==> src/rtl/mzt_pkg.sv <==
// shared constants and carrier types for the mmu zone and translation register slice
package mzt_pkg;
    localparam logic [13:0] SEL_PROCESS_TAG  = 14'h1000; // process tag selector
    localparam logic [13:0] SEL_ZONE         = 14'h1001; // zone override selector
    localparam logic [13:0] SEL_TRANS_LOW    = 14'h1003; // translation low word selector
    localparam logic [13:0] SEL_TRANS_HIGH   = 14'h1004; // translation high word selector
    localparam logic [7:0]  PROCESS_TAG_RST  = 8'h00;    // process tag after reset
    localparam logic [31:0] ZONE_RST         = 32'h00000000; // zone override after reset
    localparam logic [31:0] LOW_WORD_INIT    = 32'h00000000; // buffer low word at load
    localparam int          TAG_LSB          = 0;        // identifier in bits 24:31 (msb0)
    localparam int          USER_THRESHOLD   = 1;        // mmu level above this has regs
    localparam int          ZONE_SEL_LSB     = 4;        // zone select, msb0 bits 24:27
    localparam int          EXEC_BIT         = 9;        // executable, msb0 bit 22
    localparam int          WR_BIT           = 8;        // writable, msb0 bit 23
    localparam logic [1:0]  ZONE_DENY        = 2'h0;     // zone code 00
    localparam logic [1:0]  ZONE_FULL        = 2'h3;     // zone code 11
    localparam logic [1:0]  ACC_NONE         = 2'h0;     // access param: no access
    localparam logic [1:0]  ACC_MINIMAL      = 2'h1;     // access param: read only
    localparam logic [1:0]  ACC_WRITE        = 2'h2;     // access param: write only
    localparam logic [1:0]  ACC_FULL         = 2'h3;     // access param: full

    // one special-register move from the pipeline
    typedef struct packed {
        logic        wr;   // move to special
        logic        rd;   // move from special
        logic [13:0] sel;  // special register selector
        logic [31:0] data; // write data
    } mzt_move_s;

    // effective page permission after zone override
    typedef struct packed {
        logic valid; // page accessible
        logic wr;    // writable
        logic ex;    // executable
    } mzt_perm_s;
endpackage

==> src/rtl/mzt_entry_mem.sv <==
// translation entry memory, low words and process tags, not touched by reset
module mzt_entry_mem #(
    parameter int AW = 6 // index width
) (
    input  wire logic          clk,       // core clock
    input  wire logic          lo_we,     // write low word
    input  wire logic [31:0]   lo_wdata,  // low word data
    input  wire logic          tag_we,    // write entry process tag
    input  wire logic [7:0]    tag_wdata, // tag data
    input  wire logic [AW-1:0] waddr,     // write index
    input  wire logic [AW-1:0] raddr,     // read index
    output logic      [31:0]   lo_rdata,  // registered low word
    output logic      [7:0]    tag_rdata  // registered tag
);
    logic [31:0] lo_mem  [2**AW]; // low words
    logic [7:0]  tag_mem [2**AW]; // entry process tags

    // load-time contents only; no reset port so resets leave entries alone
    initial
    begin
        for (int i = 0; i < 2**AW; i++)
        begin
            lo_mem[i]  = mzt_pkg::LOW_WORD_INIT;
            tag_mem[i] = 8'h00;
        end
    end

    // writes and registered reads
    always_ff @(posedge clk)
    begin
        if (lo_we)
            lo_mem[waddr] <= lo_wdata;
        if (tag_we)
            tag_mem[waddr] <= tag_wdata;
        lo_rdata  <= lo_mem[raddr];
        tag_rdata <= tag_mem[raddr];
    end
endmodule

==> src/rtl/mzt_regs.sv <==
// process tag, zone override and translation low word special registers
module mzt_regs #(
    parameter int         MMU_LEVEL  = 3,     // mmu_level_param
    parameter bit         AREA_OPT   = 1'b0,  // area_optimize_param
    parameter int         ZONE_COUNT = 16,    // zone_count_param
    parameter logic [1:0] ACCESS     = 2'h3,  // translation_access_param
    parameter int         AW         = 6      // translation index width
) (
    input  wire logic                 clk,          // core clock
    input  wire logic                 reset,        // async, active high
    input  wire mzt_pkg::mzt_move_s   move,         // special-register move, one cycle
    input  wire logic [AW-1:0]        index,        // translation_index_reg value
    input  wire logic                 user_mode_flag, // machine_state_reg user bit
    input  wire logic [31:0]          lookup_low,   // low word of hit entry
    input  wire logic                 lookup_valid, // valid bit of hit entry
    input  wire logic                 fetch,        // instruction fetch on hit entry
    output logic [31:0]               rdata,        // move-from data
    output logic                      rdata_valid,  // move-from data strobe
    output mzt_pkg::mzt_perm_s        perm,         // effective page permission
    output logic                      fetch_fault   // instruction-storage exception
);
    // the special registers vanish at user-only or area-optimized levels; perm and fetch_fault still work
    localparam bit HAS_REGS = (MMU_LEVEL > mzt_pkg::USER_THRESHOLD) && !AREA_OPT;
    // the zone register additionally needs at least one zone
    localparam bit HAS_ZONE = HAS_REGS && (ZONE_COUNT > 0);
    // low word move-from only for the read-capable access settings
    localparam bit CAN_RD   = (ACCESS == mzt_pkg::ACC_MINIMAL) || (ACCESS == mzt_pkg::ACC_FULL);
    // low word move-to only for the write-capable access settings
    localparam bit CAN_WR   = (ACCESS == mzt_pkg::ACC_WRITE) || (ACCESS == mzt_pkg::ACC_FULL);

    // architectural state, memory read data and read bookkeeping
    logic [7:0]  process_tag_reg;   // current process identifier
    logic [31:0] zone_override_reg; // zone fields
    logic [31:0] lo_rdata;          // low word from memory
    logic [7:0]  tag_rdata;         // entry tag from memory
    logic        lo_rd_pend;        // low word read in flight
    logic        hi_rd_pend;        // high word read in flight
    logic        hi_rd_priv;        // high read done while privileged
    logic [31:0] zone_mask;         // implemented zone bits
    logic [1:0]  zone_code;         // selected zone field
    mzt_pkg::mzt_perm_s perm_next;  // combinational permission

    // decode helper used for several selectors
    // keeps every selector compare at the same width and in one place
    function automatic logic hit(input mzt_pkg::mzt_move_s m, input logic [13:0] s);
        return m.sel == s;
    endfunction

    // implemented zone bits; msb0 field n sits at lsb0 bits 31-2n, 30-2n
    // fields beyond the zone count read back as zero, code 00, which denies the page in user mode
    // the mask is constant, so it folds away into the write path
    always_comb
    begin
        zone_mask = 32'h00000000;
        for (int n = 0; n < 16; n++)
            if (n < ZONE_COUNT)
                zone_mask[31-2*n -: 2] = 2'h3;
    end

    // entry storage; no reset connected on purpose
    // low words start at zero from the load image only
    // none of the resets reaches the memory, so entries survive them
    // reads are registered, which costs one cycle on low word answers
    mzt_entry_mem #(
        .AW (AW)
    ) u_mem (
        .clk       (clk),
        .lo_we     (HAS_REGS && CAN_WR && move.wr && hit(move, mzt_pkg::SEL_TRANS_LOW)),
        .lo_wdata  (move.data),
        .tag_we    (HAS_REGS && move.wr && hit(move, mzt_pkg::SEL_TRANS_HIGH)),
        .tag_wdata (process_tag_reg),
        .waddr     (index),
        .raddr     (index),
        .lo_rdata  (lo_rdata),
        .tag_rdata (tag_rdata)
    );

    // process tag: moves, and load from entry on privileged high read
    // a privileged high word read wins over a same-cycle tag write,
    // since the loaded tag belongs to the entry software just chose
    // only the low byte is stored; upper bits cannot hold anything
    // the load lands one edge after the read request is taken
    always_ff @(posedge clk or posedge reset)
    begin
        if (reset)
            process_tag_reg <= mzt_pkg::PROCESS_TAG_RST;
        else if (HAS_REGS)
        begin
            if (hi_rd_pend && hi_rd_priv)
                process_tag_reg <= tag_rdata;
            else if (move.wr && hit(move, mzt_pkg::SEL_PROCESS_TAG))
                process_tag_reg <= move.data[7:0];
        end
    end

    // zone override register, unimplemented fields stay zero
    // masking on write keeps unimplemented fields at zero on read
    // so software can probe the zone count by writing all ones
    always_ff @(posedge clk or posedge reset)
    begin
        if (reset)
            zone_override_reg <= mzt_pkg::ZONE_RST;
        else if (HAS_ZONE && move.wr && hit(move, mzt_pkg::SEL_ZONE))
            zone_override_reg <= move.data & zone_mask;
    end

    // pending memory reads; memory data arrives one cycle later
    // the memory answers one edge after the request, so the request
    // kind and the mode at that edge are kept for the following edge
    // the mode is captured every cycle; only the high read uses it
    // a user-mode high read thus leaves the process tag alone
    always_ff @(posedge clk or posedge reset)
    begin
        if (reset)
        begin
            lo_rd_pend <= 1'b0;
            hi_rd_pend <= 1'b0;
            hi_rd_priv <= 1'b0;
        end
        else
        begin
            lo_rd_pend <= HAS_REGS && CAN_RD && move.rd
                          && hit(move, mzt_pkg::SEL_TRANS_LOW);
            hi_rd_pend <= HAS_REGS && move.rd && hit(move, mzt_pkg::SEL_TRANS_HIGH);
            hi_rd_priv <= !user_mode_flag;
        end
    end

    // read data: registers answer next cycle, low word answers with memory
    // the low word answer has priority; the pipeline must not issue a
    // register read right after a low word read, or that answer is lost
    // rdata holds its last value between answers to save toggling
    always_ff @(posedge clk or posedge reset)
    begin
        if (reset)
        begin
            rdata       <= 32'h00000000;
            rdata_valid <= 1'b0;
        end
        else if (lo_rd_pend)
        begin
            rdata       <= lo_rdata;
            rdata_valid <= 1'b1;
        end
        else if (HAS_REGS && move.rd && hit(move, mzt_pkg::SEL_PROCESS_TAG))
        begin
            rdata       <= {24'h000000, process_tag_reg};
            rdata_valid <= 1'b1;
        end
        else if (HAS_ZONE && move.rd && hit(move, mzt_pkg::SEL_ZONE))
        begin
            rdata       <= zone_override_reg;
            rdata_valid <= 1'b1;
        end
        else
            rdata_valid <= 1'b0;
    end

    // zone override of entry protection; no zones means entry bits stand
    // user mode: 00 takes the page away, 11 opens it fully
    // privileged: the upper code bit alone opens the page
    // entry bits are the default; overrides only widen or deny
    always_comb
    begin
        zone_code = 2'h1; // no zones: behave as a pass-through code
        if (HAS_ZONE)
            zone_code = zone_override_reg[31-2*lookup_low[mzt_pkg::ZONE_SEL_LSB +: 4] -: 2];
        // start from the entry's own protection
        perm_next.valid = lookup_valid;
        perm_next.wr    = lookup_low[mzt_pkg::WR_BIT];
        perm_next.ex    = lookup_low[mzt_pkg::EXEC_BIT];
        // deny clears valid too, so nothing at all reaches the page
        // in user mode codes 01 and 10 fall through with the entry bits untouched
        if (user_mode_flag)
        begin
            if (zone_code == mzt_pkg::ZONE_DENY)
                perm_next = '0;
            else if (zone_code == mzt_pkg::ZONE_FULL)
            begin
                perm_next.wr = 1'b1;
                perm_next.ex = 1'b1;
            end
        end
        else if (zone_code[1])
        begin
            perm_next.wr = 1'b1;
            perm_next.ex = 1'b1;
        end
    end

    // registered permission and fetch fault
    // registering costs a cycle but keeps the outputs glitch free
    // the fault uses the same next value, so it lines up with perm
    always_ff @(posedge clk or posedge reset)
    begin
        if (reset)
        begin
            perm        <= '0;
            fetch_fault <= 1'b0;
        end
        else
        begin
            perm        <= perm_next;
            fetch_fault <= fetch && !perm_next.ex;
        end
    end
endmodule

==> config.mk <==
export PLATFORM = sky130hd
export DESIGN_NAME = mzt_regs
export DESIGN_NICKNAME = d
export VERILOG_FILES = /design/src/rtl/mzt_pkg.sv /design/src/rtl/mzt_entry_mem.sv /design/src/rtl/mzt_regs.sv
export SDC_FILE = /design/constraint.sdc
export NUM_CORES = 2
export LEC_CHECK = 0
export BUFFER_PORTS_ARGS = -buffer_cell sky130_fd_sc_hd__buf_2
export CAP_MARGIN = 20
export CELL_PAD_IN_SITES_DETAIL_PLACEMENT = 0
export CELL_PAD_IN_SITES_GLOBAL_PLACEMENT = 2
export CORE_MARGIN = 8
export CORE_UTILIZATION = 49
export CTS_CLUSTER_DIAMETER = 200
export DETAILED_ROUTE_END_ITERATION = 10
export PLACE_DENSITY_LB_ADDON = 0.2
export SYNTH_ARGS = -nofsm -noshare
export SYNTH_HDL_FRONTEND = slang
export SYNTH_SLANG_ARGS = --single-unit
==> constraint.sdc <==
create_clock -name clk -period 2.5 [get_ports clk]
set_input_delay 0.25 -clock clk [delete_from_list [all_inputs] [get_ports clk]]
set_output_delay 0.25 -clock clk [all_outputs]
set_load 0.01 [all_outputs]
# Word level (Yosys, flattened, before mapping)
# Memory sizes are Yosys's and may differ from the RTL's. A register that Yosys moved wholly into a read port is not among the register bits.
# Index checks and enable logic that the tools add are counted.
[op_classes]
add_sub_neg = 1
eq_ne = 5
n_shift = 1
n_mux = 18
n_reduce_logical = 15
[op_table]
columns = ["cell", "count"]
rows = [
  ["two-way mux 32 bit", 3],
  ["== test 14 x 13 -> 1 bit, second input constant", 4],
  ["indexed part select 33 x 33 -> 2 bit", 1],
  ["two-way mux 8 bit", 2],
  ["logical AND 1 bit", 10],
  ["two-way mux 1 bit", 9],
  ["two-way mux 2 bit", 4],
  ["subtractor 5 x 5 -> 6 bit, first input constant", 1],
  ["nonzero test 3 bit", 1],
  ["== test 2 bit, second input constant", 1],
  ["zero test 1 bit", 2],
  ["zero test 2 bit", 1],
  ["nonzero test 2 bit", 1],
]
[totals]
reg_bits = 80
ramBits = 2560
out_inout_bits = 37
word_cells = 53
memories = 2
[mem_list]
columns = ["name", "words", "width", "read_ports", "rd_ports_with_merged_regs", "write_ports", "line", "source"]
rows = [
  ["u_mem.lo_mem", 64, 32, 1, 1, 1, "mzt_entry_mem.sv:15", "logic [31:0] lo_mem [2**AW];"],
  ["u_mem.tag_mem", 64, 8, 1, 1, 1, "mzt_entry_mem.sv:16", "logic [7:0] tag_mem [2**AW];"],
]

# Logic depth before layout (Yosys ltp)
[depth]
word_depth = 8
depth_mapped = 13

# By module
# A second synthesis with hierarchy kept.
[hier_totals]
cells_unflattened = 4662
area_unflattened_um2 = 101956.5
[modules_own_cells]
columns = ["module", "n_inst", "cells_per_inst", "area_per_inst_um2", "seq_area_each_um2"]
rows = [
  ["mzt_entry_mem", 1, 4357, 98248.0, 77674.5],
  ["mzt_regs", 1, 305, 3708.6, 2001.9],
]

# Worst setup path before layout
# Ideal clock, no wire load.
[synth_timing]
path_type = "input port to flip-flop"
start = "input index[0]"
end = "memory u_mem.lo_mem[14][0], enable pin"
arrival_ns = 3.098
t_required_ns = 2.079
slack_ns = -1.019
path_stages = 8
cell_sequence = "buf_6 buf_6 and3b_1 clkbuf_1 clkbuf_1 clkbuf_1 nand2_1 nor2_1"
[synth_rtl]
columns = ["item", "line", "source"]
rows = [
  ["start: declaration", "mzt_regs.sv:12", "input wire logic [AW-1:0] index,"],
  ["end: declaration", "mzt_entry_mem.sv:15", ""],
]
# Straight into the memory's write port.

==> results.ini <==
[synthesis]
synth-seq-cells = 2680
synthFlopType = edfxtp_1
synth_top_cell_by_area = edfxtp_1
netlist_top_cells_count = 2560 x edfxtp_1, 273 x nor2_1, 268 x mux2i_1
synth_edf_count = 2560
synthArstFlopShare_pct = 2.99
syn-cell-area_um2 = 103000
yosysMostFrequentCell = edfxtp_1
synthCells = 5467
seq_area_frac_synth_pct = 77.5
synth_nets = 5558
syn-mean-instance-area_um2 = 18.8
synthTopCellsByArea = edfxtp_1 75%, mux4_2 5.4%, mux2i_1 2.6%
yosysWarningCount = 0
synth.top_cell.area_share_pct = 74.8
synth_cell_type_count = 70

[power]
finalPower_mw = 95.9
pwr-share-clk_pct = 42.5
vdd_ir_drop_max_mv = 0.820
p_sw_share_pct = 21.9
p_per_area_nw_per_um2 = 762
power_switching_mw = 21.0
seq_power_share_pct = 51.5
p_leak_nw = 43.4
internal_power_mw = 74.8
comb_power_share_pct = 6.0

[floorplanning]
die_y_um = 474
die_w_um = 474
rows = 168
boundaryPins = 128
coreArea_um2 = 209000
dieArea_um2 = 225000
initial_core_util_pct = 49.2

[timing]
maxSlewHeadroom_pct = 24.7
fin_crit_ns = 2.52
hold_viol_final = 0
timing.final.crit_share_pct = 101
setup_violations = 1
post-route-worst-setup-slack_ns = -0.0235
tightest_slew_ns = 1.13
finClkSkew_ns = 0.0690
maxSlewViolCount = 0
rsz0062_at_grt = no
max_freq_mhz = 396
hold_slack_ns = 0.0441

[finish]
design_area_um2 = 126000
largest_register_ffs = 2048
finalNetCount = 6650
nFillCells = 15239
largest_register = u_mem.lo_mem
area_growth_pct = 22.4
drive_gt1_share_pct = 31.0
top_regs = u_mem.lo_mem x2048, u_mem.tag_mem x512

[drt]
vias = 62535
viasPerCell = 6.53
wl_per_cell_um = 37.7
ant_nets = 0
wirelength_um = 361000
dr.pass1.iters = 6
drtIter0Drc = 9911
drc = 0

[worst_hold_path]
hold_path.class = in -> reg

[setup_path]
cp_data_required_time_ns = 3.31
cp.arrival_ns = 3.33
crit_type = reg -> reg
worst-path-max-fanout = 1
crit_path_start_kind = flop
crit_path_end_kind = flop

[clock_network]
clkLatencyLatePin_ns = 0.94
cts_tree = yes
cts-buffers-inserted = 292
path_clk_slew_ns = 0.06
htreeDepth = 5
clk_path_buf_depth = 4
post_cts.repair.setup_buffers = 0
root_buffer = clkbuf_16
clock_sinks = 2680

[placement]
place_congestion = 0.907
place_area_um2 = 117000
port_buffers = 101
hpwl_um = 238000

[global_route]
antenna_found_initial = 29
grt_overflow = 0
grt_pass1_wl_um = 491000
grt_util_all_layers_pct = 31.4
grt_max_degree = 67
grt_pass1_vias = 59981

[outcome]
violations = setup timing
outcome = finished, violations left

[run]
cap_violations = 0

-- repair_timing --
action,CTS,global route
endpoints found under the setup margin,0,1
hold buffers,39,0
resized for setup,0,1
endpoints found under the hold margin,578,0
-- cell usage in the layout, fill, tap and decap left out, types with 11 or more instances in the layout --
master and n:
a211oi_1 15, a21oi_1 191, a221o_1 57, a221oi_1 226, a222oi_1 21, a22o_1 44, a22oi_1 159, a31oi_1 25
a32oi_1 15, buf_12 263, buf_2 98, buf_4 755, bufinv_16 13, clkbuf_1 67, clkbuf_16 300, clkbuf_8 11
clkinv_1 47, clkinv_2 54, dfrtp_1 72, dfxtp_1 40, dlygate4sd3_1 39, edfxtp_1 2560, mux2_2 216, mux2i_1 268
mux4_2 247, nand2_1 176, nand3_1 13, nand4_1 14, nor2_1 204, nor2_4 69, nor3_1 14, o211ai_1 21
o21ai_0 156, o22a_1 13, o22ai_1 95, o2bb2ai_1 19, or4_1 12
-- path summary, 6_finish.rpt --
check,startpoint,endpoint,slack (ns),depth (start not counted)
hold reg to reg,u_mem.lo_rdata[3],rdata[3],0.46,2
hold / removal,move[16],u_mem.lo_mem[60][16],0.04,2
setup reg to reg,u_mem.lo_mem[61][31],u_mem.lo_rdata[31],-0.02,7
setup / recovery,u_mem.lo_mem[61][31],u_mem.lo_rdata[31],-0.02,7
max in group asynchronous,reset,zone_override_reg[4],1.19,5
min in group asynchronous,reset,hi_rd_priv,0.56,4
-- worst max-delay path, stage by stage, from the launching register on --
cell and delay [ns]:
edfxtp_1 0.36, a21oi_1 0.16, buf_4 0.14, o21ai_0 0.07, a222oi_1 0.89, buf_4 0.24
o211ai_1 0.07, or4_1 0.48
-- final cells by class --
class	instances	area, um2	area share [%]
Antenna cell	9	22.5	0.0179
Clock buffer	378	7910	6.29
Clock inverter	123	922	0.733
Inverter	10	53.8	0.0428
Multi-Input combinational cell	2416	21900	17.4
Sequential cell	2680	79700	63.3
Tap cell	2805	3510	2.79
Timing Repair Buffer	1159	11900	9.43
-- power groups by stage --
stage | clock network (mW) | logic (mW) | registers, mW
after floorplan | 0 | 2.20 | 50.1
after global placement | 0 | 5.56 | 50.3
after detailed placement | 0 | 5.60 | 50.3
after CTS | 41.0 | 5.67 | 49.4
after global routing | 42.7 | 5.93 | 49.4
final | 40.7 | 5.80 | 49.4
-- cell families after synthesis --
logic type             synth area share [%]
multiplexers                           10.5
AND/OR/NAND/NOR                        2.45
AO/OA/AOI/OAI                          7.63
flip-flops                             77.5
buffers and inverters                  1.95
-- layer usage --
metal,global-route usage [%],vias to the layer above,part of all wire [%],wire (um)
li1,-,24807,-,-
met4,9.58,14,3.3,11800
met2,47.2,4265,45,161000
met5,0,-,0.028,102
met1,45.0,32829,39,142000
met3,9.09,620,13,46500
-- through the flow --
stage | util [%] | worst slack (ns) | std cells | setup TNS, ns
after floorplan | - | -0.150 | 5467 | -167.55
after global placement | 55.7 | -0.790 | 9029 | -57.09
after detailed placement | 55.7 | -0.621 | 9031 | -74.87
after CTS | 60.2 | 0.0650 | 9571 | 0
after global routing | 60.2 | 0.00147 | 9574 | 0
final | 60.2 | -0.0235 | 9580 | -0.0235
No activity file was read; power rests on OpenSTA's default activity.
